===== src/inc/otpc_regs.vh =====
/*
 Constants for the memory programmer: widths, supply codes and timing.
 Assumes a 125 MHz clock; included by every file of the block.
*/
`ifndef OTPC_REGS_VH
`define OTPC_REGS_VH

// ---------------------------------------------------------------
// Widths
// ---------------------------------------------------------------
`define OTPC_ADDR_W        17
`define OTPC_DATA_W        8
`define OTPC_LAST_ADDR     17'h1FFFF
`define OTPC_ID_SEL_BIT    0

// ---------------------------------------------------------------
// Supply level requests (2 bits: 0 off, 1 normal 5.0 V, 2 program)
// ---------------------------------------------------------------
`define OTPC_SUP_OFF       2'h0
`define OTPC_SUP_NORM      2'h1
`define OTPC_SUP_PROG      2'h2

// ---------------------------------------------------------------
// Timing
// ---------------------------------------------------------------
`define OTPC_CLK_NS        8
`define OTPC_PULSE_NS      100000
`define OTPC_SETUP_NS      2000
`define OTPC_PULSE_CYC     ((`OTPC_PULSE_NS + `OTPC_CLK_NS - 1) / `OTPC_CLK_NS)
`define OTPC_SETUP_CYC     ((`OTPC_SETUP_NS + `OTPC_CLK_NS - 1) / `OTPC_CLK_NS)
`define OTPC_RETRY_MAX     4'hA
`define OTPC_TMR_W         14

`endif


===== src/otpc_timer.v =====
/*
 Down-counting delay timer used for setup, strobe and access waits.
 Assumes one clock, asynchronous active-high reset and a clock enable.
*/
`timescale 1ns/100ps
`include "otpc_regs.vh"

module otpc_timer
(
   // Clock and reset
   input  wire                    clk_i,
   input  wire                    rst_i,
   input  wire                    ce_i,
   // Control
   input  wire                    load_i,
   input  wire [`OTPC_TMR_W-1:0]  count_i,
   output wire                    done_o
);

   reg [`OTPC_TMR_W-1:0] remain;

   // Load a count, then tick down to zero
   always @(posedge clk_i or posedge rst_i)
   begin
      if (rst_i)
         remain <= {`OTPC_TMR_W{1'b0}};
      else if (ce_i)
      begin
         if (load_i)
            remain <= count_i;
         else if (remain != {`OTPC_TMR_W{1'b0}})
            remain <= remain - 1'b1;
      end
   end

   assign done_o = (remain == {`OTPC_TMR_W{1'b0}}) && !load_i;

endmodule // otpc_timer


===== src/otpc_programmer.v =====
/*
 Programmer for a byte-wide one-time-programmable memory: pulse-and-verify
 programming and single or identification reads. Supply and id-voltage
 outputs are level requests to regulators, settled within the setup wait.
*/
`timescale 1ns/100ps
`include "otpc_regs.vh"

module otpc_programmer
(
   // Clock and reset
   input  wire                    clk_i,
   input  wire                    rst_i,
   input  wire                    ce_i,
   // User commands
   input  wire                    prog_start_i,
   input  wire                    read_start_i,
   input  wire                    read_id_i,
   input  wire [`OTPC_ADDR_W-1:0] read_addr_i,
   output wire                    busy_o,
   // Program data source, indexed by data_addr_o
   output reg                     data_req_o,
   output reg  [`OTPC_ADDR_W-1:0] data_addr_o,
   input  wire [`OTPC_DATA_W-1:0] data_i,
   input  wire                    data_valid_i,
   // Results
   output reg  [`OTPC_DATA_W-1:0] read_data_o,
   output reg                     read_done_o,
   output reg                     prog_done_o,
   output reg                     prog_pass_o,
   output reg  [`OTPC_ADDR_W-1:0] fail_addr_o,
   // Device pins
   output reg  [`OTPC_ADDR_W-1:0] address_lines_o,
   output reg  [`OTPC_DATA_W-1:0] byte_lines_o,
   output reg                     byte_lines_oe_o,
   input  wire [`OTPC_DATA_W-1:0] byte_lines_i,
   output reg                     unit_select_n_o,
   output reg                     output_drive_n_o,
   output reg                     program_strobe_n_o,
   output reg                     id_voltage_en_o,
   output reg  [1:0]              core_supply_o,
   output reg  [1:0]              program_supply_o
);

   // ---------------------------------------------------------------
   // States
   // ---------------------------------------------------------------
   localparam ST_IDLE    = 4'h0;
   localparam ST_RAISE   = 4'h1;
   localparam ST_FETCH   = 4'h2;
   localparam ST_SETUP   = 4'h3;
   localparam ST_PULSE   = 4'h4;
   localparam ST_HOLD    = 4'h5;
   localparam ST_VREAD   = 4'h6;
   localparam ST_LOWER   = 4'h7;
   localparam ST_DROP    = 4'h8;
   localparam ST_FINISH  = 4'h9;
   localparam ST_RDWAIT  = 4'hA;
   localparam ST_RDDONE  = 4'hB;

   // Phase of the programming run
   localparam PH_FIRST   = 2'h0;
   localparam PH_VERIFY  = 2'h1;
   localparam PH_FINAL   = 2'h2;

   reg  [3:0]              state;
   reg  [1:0]              phase;
   reg  [3:0]              retries;
   reg  [`OTPC_DATA_W-1:0] want;
   reg                     any_fail;
   reg                     tmr_load;
   reg  [`OTPC_TMR_W-1:0]  tmr_count;
   wire                    tmr_done;

   // Cycle counts as timer-width constants
   function [`OTPC_TMR_W-1:0] cyc;
      input integer n;
      begin
         cyc = n[`OTPC_TMR_W-1:0];
      end
   endfunction

   otpc_timer u_timer
   (
      .clk_i   (clk_i),
      .rst_i   (rst_i),
      .ce_i    (ce_i),
      .load_i  (tmr_load),
      .count_i (tmr_count),
      .done_o  (tmr_done)
   );

   assign busy_o = (state != ST_IDLE);

   // ---------------------------------------------------------------
   // Sequencer
   // ---------------------------------------------------------------
   // Address and data change only while the strobe is high.
   always @(posedge clk_i or posedge rst_i)
   begin
      if (rst_i)
      begin
         state              <= ST_IDLE;
         phase              <= PH_FIRST;
         retries            <= 4'h0;
         want               <= 8'h00;
         any_fail           <= 1'b0;
         tmr_load           <= 1'b0;
         tmr_count          <= {`OTPC_TMR_W{1'b0}};
         data_req_o         <= 1'b0;
         data_addr_o        <= 17'h00000;
         read_data_o        <= 8'h00;
         read_done_o        <= 1'b0;
         prog_done_o        <= 1'b0;
         prog_pass_o        <= 1'b0;
         fail_addr_o        <= 17'h00000;
         address_lines_o    <= 17'h00000;
         byte_lines_o       <= 8'h00;
         byte_lines_oe_o    <= 1'b0;
         unit_select_n_o    <= 1'b1;        // Standby until needed
         output_drive_n_o   <= 1'b1;
         program_strobe_n_o <= 1'b1;
         id_voltage_en_o    <= 1'b0;
         core_supply_o      <= `OTPC_SUP_NORM;
         program_supply_o   <= `OTPC_SUP_NORM;
      end
      else if (ce_i)
      begin
         tmr_load    <= 1'b0;
         read_done_o <= 1'b0;
         prog_done_o <= 1'b0;
         case (state)
            ST_IDLE:
            begin
               if (prog_start_i)
               begin
                  // Core supply first, program supply after the setup wait
                  core_supply_o   <= `OTPC_SUP_PROG;
                  address_lines_o <= 17'h00000;
                  data_addr_o     <= 17'h00000;
                  phase           <= PH_FIRST;
                  any_fail        <= 1'b0;
                  tmr_load        <= 1'b1;
                  tmr_count       <= cyc(`OTPC_SETUP_CYC);
                  state           <= ST_RAISE;
               end
               else if (read_start_i || read_id_i)
               begin
                  // Plain read, or identification with only the select bit used
                  address_lines_o  <= read_id_i ?
                                      {16'h0000, read_addr_i[`OTPC_ID_SEL_BIT]} :
                                      read_addr_i;
                  id_voltage_en_o  <= read_id_i;
                  byte_lines_oe_o  <= 1'b0;
                  unit_select_n_o  <= 1'b0;
                  output_drive_n_o <= 1'b0;
                  tmr_load         <= 1'b1;
                  tmr_count        <= cyc(`OTPC_SETUP_CYC);
                  state            <= ST_RDWAIT;
               end
            end
            ST_RAISE:
               if (tmr_done)
               begin
                  program_supply_o <= `OTPC_SUP_PROG;
                  data_req_o       <= 1'b1;
                  state            <= ST_FETCH;
               end
            ST_FETCH:
               // Wait for the intended byte of the current address
               if (data_valid_i)
               begin
                  data_req_o <= 1'b0;
                  want       <= data_i;
                  retries    <= 4'h0;
                  if (phase == PH_FIRST)
                  begin
                     byte_lines_o     <= data_i;
                     byte_lines_oe_o  <= 1'b1;
                     unit_select_n_o  <= 1'b0;
                     output_drive_n_o <= 1'b1;
                     tmr_load         <= 1'b1;
                     tmr_count        <= cyc(`OTPC_SETUP_CYC);
                     state            <= ST_SETUP;
                  end
                  else
                  begin
                     // Verify read of the byte before any retry pulse
                     byte_lines_oe_o  <= 1'b0;
                     unit_select_n_o  <= 1'b0;
                     output_drive_n_o <= 1'b0;
                     tmr_load         <= 1'b1;
                     tmr_count        <= cyc(`OTPC_SETUP_CYC);
                     state            <= ST_VREAD;
                  end
               end
            ST_SETUP:
               if (tmr_done)
               begin
                  program_strobe_n_o <= 1'b0;
                  tmr_load           <= 1'b1;
                  tmr_count          <= cyc(`OTPC_PULSE_CYC);
                  state              <= ST_PULSE;
               end
            ST_PULSE:
               if (tmr_done)
               begin
                  program_strobe_n_o <= 1'b1;
                  tmr_load           <= 1'b1;
                  tmr_count          <= cyc(`OTPC_SETUP_CYC);       // Data hold
                  state              <= ST_HOLD;
               end
            ST_HOLD:
               if (tmr_done)
               begin
                  byte_lines_oe_o <= 1'b0;
                  if (phase == PH_FIRST)
                  begin
                     unit_select_n_o <= 1'b1;
                     if (address_lines_o == `OTPC_LAST_ADDR)
                     begin
                        phase           <= PH_VERIFY;
                        address_lines_o <= 17'h00000;
                        data_addr_o     <= 17'h00000;
                     end
                     else
                     begin
                        address_lines_o <= address_lines_o + 1'b1;
                        data_addr_o     <= address_lines_o + 1'b1;
                     end
                     data_req_o <= 1'b1;
                     state      <= ST_FETCH;
                  end
                  else
                  begin
                     // Verify after each retry pulse
                     output_drive_n_o <= 1'b0;
                     tmr_load         <= 1'b1;
                     tmr_count        <= cyc(`OTPC_SETUP_CYC);
                     state            <= ST_VREAD;
                  end
               end
            ST_VREAD:
               if (tmr_done)
               begin
                  output_drive_n_o <= 1'b1;
                  if (byte_lines_i == want)
                  begin
                     unit_select_n_o <= 1'b1;
                     if (address_lines_o == `OTPC_LAST_ADDR)
                     begin
                        if (phase == PH_VERIFY)
                        begin
                           program_supply_o <= `OTPC_SUP_NORM;
                           tmr_load         <= 1'b1;
                           tmr_count        <= cyc(`OTPC_SETUP_CYC);
                           state            <= ST_LOWER;
                        end
                        else
                           state <= ST_FINISH;
                     end
                     else
                     begin
                        address_lines_o <= address_lines_o + 1'b1;
                        data_addr_o     <= address_lines_o + 1'b1;
                        data_req_o      <= 1'b1;
                        state           <= ST_FETCH;
                     end
                  end
                  else if (phase == PH_FINAL || retries == `OTPC_RETRY_MAX)
                  begin
                     // Part failed: record address and wind down supplies
                     any_fail        <= 1'b1;
                     fail_addr_o     <= address_lines_o;
                     unit_select_n_o <= 1'b1;
                     if (phase == PH_FINAL)
                        state <= ST_FINISH;
                     else
                     begin
                        program_supply_o <= `OTPC_SUP_NORM;
                        tmr_load         <= 1'b1;
                        tmr_count        <= cyc(`OTPC_SETUP_CYC);
                        state            <= ST_DROP;
                     end
                  end
                  else
                  begin
                     retries         <= retries + 1'b1;
                     byte_lines_o    <= want;
                     byte_lines_oe_o <= 1'b1;
                     tmr_load        <= 1'b1;
                     tmr_count       <= cyc(`OTPC_SETUP_CYC);
                     state           <= ST_SETUP;
                  end
               end
            ST_LOWER:
               if (tmr_done)
               begin
                  core_supply_o   <= `OTPC_SUP_NORM;
                  phase           <= PH_FINAL;
                  address_lines_o <= 17'h00000;
                  data_addr_o     <= 17'h00000;
                  data_req_o      <= 1'b1;
                  state           <= ST_FETCH;
               end
            ST_DROP:
               if (tmr_done)
               begin
                  core_supply_o <= `OTPC_SUP_NORM;
                  state         <= ST_FINISH;
               end
            ST_FINISH:
            begin
               prog_done_o <= 1'b1;
               prog_pass_o <= !any_fail;
               state       <= ST_IDLE;
            end
            ST_RDWAIT:
               if (tmr_done)
               begin
                  read_data_o <= byte_lines_i;
                  state       <= ST_RDDONE;
               end
            ST_RDDONE:
            begin
               // Back to standby, data lines float
               unit_select_n_o  <= 1'b1;
               output_drive_n_o <= 1'b1;
               id_voltage_en_o  <= 1'b0;
               read_done_o      <= 1'b1;
               state            <= ST_IDLE;
            end
            default:
               state <= ST_IDLE;
         endcase
      end
   end

endmodule // otpc_programmer


===== config.mk =====
export PLATFORM = sky130hd
export DESIGN_NAME = otpc_programmer
export DESIGN_NICKNAME = d
export VERILOG_FILES = /design/src/otpc_timer.v /design/src/otpc_programmer.v
export VERILOG_INCLUDE_DIRS = /design/src /design/src/inc
export SDC_FILE = /design/constraint.sdc
export NUM_CORES = 1
export LEC_CHECK = 0
export ABC_AREA = 1
export BUFFER_PORTS_ARGS = -buffer_cell sky130_fd_sc_hd__buf_2
export CAP_MARGIN = 10
export CORE_ASPECT_RATIO = 1.1
export CORE_UTILIZATION = 54
export DETAILED_ROUTE_END_ITERATION = 10
export PLACE_DENSITY = 0.78
export SLEW_MARGIN = 20
export SYNTH_ARGS = -nofsm -noshare
export SYNTH_HDL_FRONTEND = slang
export SYNTH_SLANG_ARGS = --single-unit

===== constraint.sdc =====
create_clock -name clk_i -period 12.3 [get_ports clk_i]
set_clock_uncertainty 0.05 [all_clocks]
set_input_delay 2.46 -clock clk_i [delete_from_list [all_inputs] [get_ports clk_i]]
set_output_delay 2.46 -clock clk_i [all_outputs]
set_load 0.02 [all_outputs]

# == Word level (Yosys, flattened, before mapping) ==
# Cells that the tools add are included.
# word_totals
regBits,128
mem_count,0
wordCells,241
output_inout_bits,81
latchBits,0
ram_bits,0
romBits,0
# classes
mul,0
mux,121
n_eq_ne,45
reduce_logical,47
div,0
magnitude_cmp,0
addsub,3
shift,0
bitwise_logic,1
# op_table
operator,count
14-bit two-way mux,15
17-bit two-way mux,11
17-bit case mux with 4 select lines,2
14-bit case mux with 6 select lines,1
4-bit two-way mux,18
9-bit AND reduction,5
"2-bit != test, second input constant",21
1-bit two-way mux,40
8-bit two-way mux,5
4-bit case mux with 9 select lines,1
2-bit two-way mux,13
"4-bit == test, second input constant",5
"17-bit by 1-bit adder with 17-bit output, second input constant",1
"17-bit == test, second input constant",1
"4-bit by 3-bit == test with 1-bit output, second input constant",4
8-bit case mux with 2 select lines,1
8-bit AND reduction,2
4-bit nonzero test,4
"3-bit != test, second input constant",5
1-bit case mux with 5 select lines,3
14-bit logical NOT,1
7-bit AND reduction,2
14-bit nonzero test,1
2-bit nonzero test,7
other kinds (32),48

# == Depth between registers and ports, before layout ==
# depth
ltp_word,6
mapped_depth,16
ltp_nobuf,15

# == By module ==
# From an unflattened synthesis, not the netlist that was laid out.
# unflattened
cells_unflattened,881
area_unflattened_um2,6468.7
# by_module_without_submodules
mod,instances,area_each_um2,cells_each
otpc_programmer,1,5360.1,703
otpc_timer,1,1108.6,178

# == Worst setup path after synthesis ==
# OpenSTA, ideal clock, no wires.
# synth_timing
path_type,input to register
start,input byte_lines_i[1]
end,register address_lines_o[2]
t_required_ns,12.131
arrival_time_ns,3.676
setup_time_ns,0.119
stages,12
path_slack_ns,8.455
cell_sequence,inv_1 -> nand2_1 -> nand2_1 -> nand2_1 -> nor2_1 -> nand2_1 -> nand2_2 -> inv_1 -> nor2_1 -> nand2_4 -> buf_6 -> o21a_1
# synth_between
elab_chain_len,3
# synth_rtl
element,line,text
from (decl),otpc_programmer.v:36,"input wire [`OTPC_DATA_W-1:0] byte_lines_i,"
8-bit == test,otpc_programmer.v:247,if (byte_lines_i == want)
2-bit != test (no source line),--,
9-bit AND reduction (no source line),--,
to (signal assigned),otpc_programmer.v:150,address_lines_o <= read_id_i ?
to (signal assigned),otpc_programmer.v:228,address_lines_o <= address_lines_o + 1'b1;
to (signal assigned),otpc_programmer.v:264,address_lines_o <= address_lines_o + 1'b1;
to (decl),otpc_programmer.v:33,"output reg [`OTPC_ADDR_W-1:0] address_lines_o,"
# Every way passes these cells.
# A chain may end at the register's enable or synchronous reset.

# == Worst setup path in the final report ==
# layout_timing
start,register state[1]
end,output busy_o
# layout_between
elab_chain_len,1
# layout_rtl
element,line,text
from (decl),otpc_programmer.v:66,reg [3:0] state;
from (signal assigned),otpc_programmer.v:103,state <= ST_IDLE;
from (signal assigned),otpc_programmer.v:145,state <= ST_RAISE;
from (signal assigned),otpc_programmer.v:159,state <= ST_RDWAIT;
4-bit nonzero test,otpc_programmer.v:93,assign busy_o = (state != ST_IDLE);
to (decl),otpc_programmer.v:20,"output wire busy_o,"
# Every way passes these cells.

==> metrics.md <==
| Metric | Value |
|---|---|
| Reg power frac | `33.8%` |
| Clock Pin Slew Worst Setup and Hold Paths | `0.05 ns` |
| Worst hold path type | `flop to flop` |
| Reg-to-reg startpoint | `address_lines_o[0]` |
| Final setup margin | `8.200 ns` |
| Max Cap Viol | `0` |
| Critical Path Sink Type | `output port` |
| Routed wire length | `16,890 um` |
| Ant diodes | `0` |
| Vias per inst | `5.365` |
| Vias in the first global route | `5,747` |
| Antenna violations before repair | `0` |
| R2R depth | `15` |
| Async S/R FF share, synth | `100.0%` |
| Critical path class | `flop to output port` |
| # fillers | `1,008` |
| I/O pins | `121` |
| Post-DR wirelength/cell | `15.14 um` |
| Ranking of synthesized cells by area | `dfrtp_1 44%, nand2_1 15%, o21ai_0 5.9%, inv_1 5.4%, nor2_1 4.4%` |
| I/O Buffers | `120` |
| Most common cell in the netlist | `nand2_1` |
| Peak fanout along the critical path | `8` |
| Die width | `105.3 um` |
| Die area | `12,160 um2` |
| Grt total ovfl | `0` |
| Setup Buffers After CTS | `0` |
| Max incr delay on CP | `0.48 ns` |
| Final Util | `66.52%` |
| Clk root buf | `clkbuf_16` |
| Crit path launch type | `flop` |
| Status | `completed` |
| Final setup TNS | `0 ns` |
| CP arrival | `1.59 ns` |
| Worst path depth | `3` |
| Worst setup endpoint | `busy_o` |
| RD Place Congestion | `0.9314` |
| Post-Syn Nets | `880` |
| Leading area contributor after synthesis | `dfrtp_1` |
| CTS tree | `yes` |
| Pint | `1035 uW` |
| Longest Clk Path Bufs | `2` |
| Global-route wire length before repair | `27,300 um` |
| Worst Path Required | `9.79 ns` |
| Most frequent cells after synthesis | `254 x nand2_1, 112 x dfrtp_1, 91 x inv_1, 75 x o21ai_0, 74 x nor2_1` |
| Die Y | `115.6 um` |
| Fin. Hold Viols | `0` |
| Reg area | `2934 um2` |
| RSZ-0062 raised after global routing | `no` |
| Distinct cells, synth | `45` |
| Clk sink count | `117` |
| Critical path's top delay family | `flip-flops` |
| R2R setup slack | `9.01 ns` |
| Hpwl dp | `12,260 um` |
| Dpl ws | `8.011 ns` |
| Largest net degree at the start of global routing | `72` |
| CTS H-Tree Depth | `4` |
| Min-delay src | `program_supply_o[0]` |
| Rel. slew slack | `41.84%` |
| Top cell type's share of synthesized area | `44.26%` |
| Slew @ Worst Pin | `0.8724 ns` |
| Multi-input logic area | `2863 um2` |
| Total GRT Usage | `28.90%` |
| Site Rows | `41` |
| Layout cells sized above 1 | `21.53%` |
| Seq cells post-synth | `117` |
| CTS buffer count | `17` |
| Max Clock Freq | `0.2439 GHz` |
| Post-cts repair resize count | `0` |
| Post-route ant nets | `0` |
| Synthesis-to-layout area growth | `20.17%` |
| Worst path slowest cell | `dfrtp_1` |
| CTS Hold Bufs | `0` |
| Post-synth EDFFs | `0` |
| Fin crit share | `33.33%` |
| Clock network power share | `29.7%` |
| # setup viols final | `0` |
| Critical-path cell list | `nor2_2 > nand2_1 > buf_2` |
| Sw Ratio | `40.63%` |
| Synth Warn # | `0` |
| Slew Viols, Final | `0` |
| NetSw | `708.4 uW` |
| R2r endpoint | `address_lines_o[8]` |
| Nets | `1,000` |
| Detailed-route DRC error count | `0` |
| DR pass1 iterations | `5` |
| Cell area after synthesis | `6332 um2` |
| Synth Area per Inst | `7.593 um2` |
| Crit. Startpoint | `state[1]` |
| Bufs and invs on worst path | `1` |
| Syn Inst Count | `834` |
| Vias | `5,987` |
| Sequential area share after synthesis | `46.33%` |
| Period minus WS final | `4.100 ns` |
| Lkg Pwr | `0.004051 uW` |
| Core Area | `11,440 um2` |
| Max IR drop VDD | `0.1469 mV` |
| Synth Flop Type | `dfrtp_1` |
| Power density over the cells | `229.1 nW/um2` |
| DRT iter0 DRCs | `508` |
| Later-pin clock latency in the skew report | `0.41 ns` |
| Comb power frac | `36.6%` |
| Initial Util | `55.35%` |
| Hold path cells | `2` |
==> cell families (layout without fill, tap and decap cells) <==
family	after synthesis	after routing	share of synthesized area, %
AOI/OAI and AO/OA	153	153	13.75
adders and majority gates	6	6	1.186
and+or+nand+nor	426	426	29.26
buffers and inverters	125	257	8.496
xor gates and xnor gates	7	7	0.9682
DFF	117	117	46.33
==> registers in the layout (all words and copies together) (netlist names), 3 cells and up <==
signal / flops
want: 8
state: 4
tmr_count: 3
read_data_o: 8
address_lines_o: 17
retries: 4
byte_lines_o: 8
fail_addr_o: 17
data_addr_o: 17
u_timer.remain: 14
==> power by group through the flow <==
| stage | registers [uW] | clock network [uW] | logic [uW] |
|---|---|---|---|
| after global placement | 587 | 0 | 613 |
| after global routing | 599 | 542 | 710 |
| final | 588 | 517 | 638 |
| after detailed placement | 588 | 0 | 628 |
| after CTS | 585 | 523 | 633 |
| after floorplan | 634 | 0 | 413 |
==> how the worst min path moves through the flow <==
stage,end,slack (ns)
CTS,program_supply_o[0],0.42
floorplan,prog_pass_o,0.39
detailed placement,program_supply_o[1],0.41
global placement,tmr_count[5],0.40
finish,program_supply_o[0],0.41
global route,byte_lines_o[1],0.44
==> cells in the final DEF, fill, tap and decap left out, types with 3 or more instances in the layout <==
master / n
nor2_2: 6
xnor2_1: 4
nand4_1: 5
nand3_1: 52
xor2_1: 3
dfstp_2: 5
o21a_1: 4
inv_4: 3
nor3_1: 8
dfrtp_1: 112
o21ai_0: 75
bufinv_16: 4
clkinv_2: 3
a21oi_1: 21
o21ai_1: 23
nand2_2: 6
nand2_1: 254
ha_1: 6
clkbuf_16: 17
clkbuf_1: 3
o21ai_2: 12
o211ai_1: 3
nor2_4: 6
inv_1: 90
inv_2: 12
buf_2: 120
nor2_1: 73
nor3b_1: 3
==> area by class of cell <==
class                      instances  area share [%]
sequential                       117           38.56
clock buffer                      22           6.100
clock inverter                     9           1.989
tap                              150           2.466
timing repair buffer             121           7.991
multi-input combinational        592           37.62
inverter                         105           5.278
==> worst reg2reg max path: cells and delay by family (launching register included) <==
family | cells | cell delay [ns]
adder cells (fa/ha/maj) | 2 | 0.54
AO/OA/AOI/OAI | 2 | 0.41
AND/OR/NAND/NOR | 10 | 1.56
flip-flops | 1 | 0.46
buffers and inverters | 1 | 0.14
==> per-layer routing <==
layer	GRT usage, %	up-vias	part of all wire, %
met5	0	-	0
met1	38.37	2819	44
met4	11.27	0	2.2
met3	6.580	38	5.7
met2	46.45	213	48
li1	-	2917	-
==> through the flow <==
stage / instance area (um2) / cells / hold slack [ns] / power (uW)
6_report: 7610 / 1116 / 0.4140 / 1743
4_1_cts: 7607 / 1116 / 0.4178 / 1741
2_1_floorplan: 6332 / 834 / 0.3860 / 1047
3_5_place_dp: 6992 / 1085 / 0.4084 / 1216
3_3_place_gp: 6992 / 1085 / 0.4035 / 1200
5_1_grt: 7610 / 1116 / 0.4383 / 1851
Note: power is estimated with default switching activity, not from simulation.
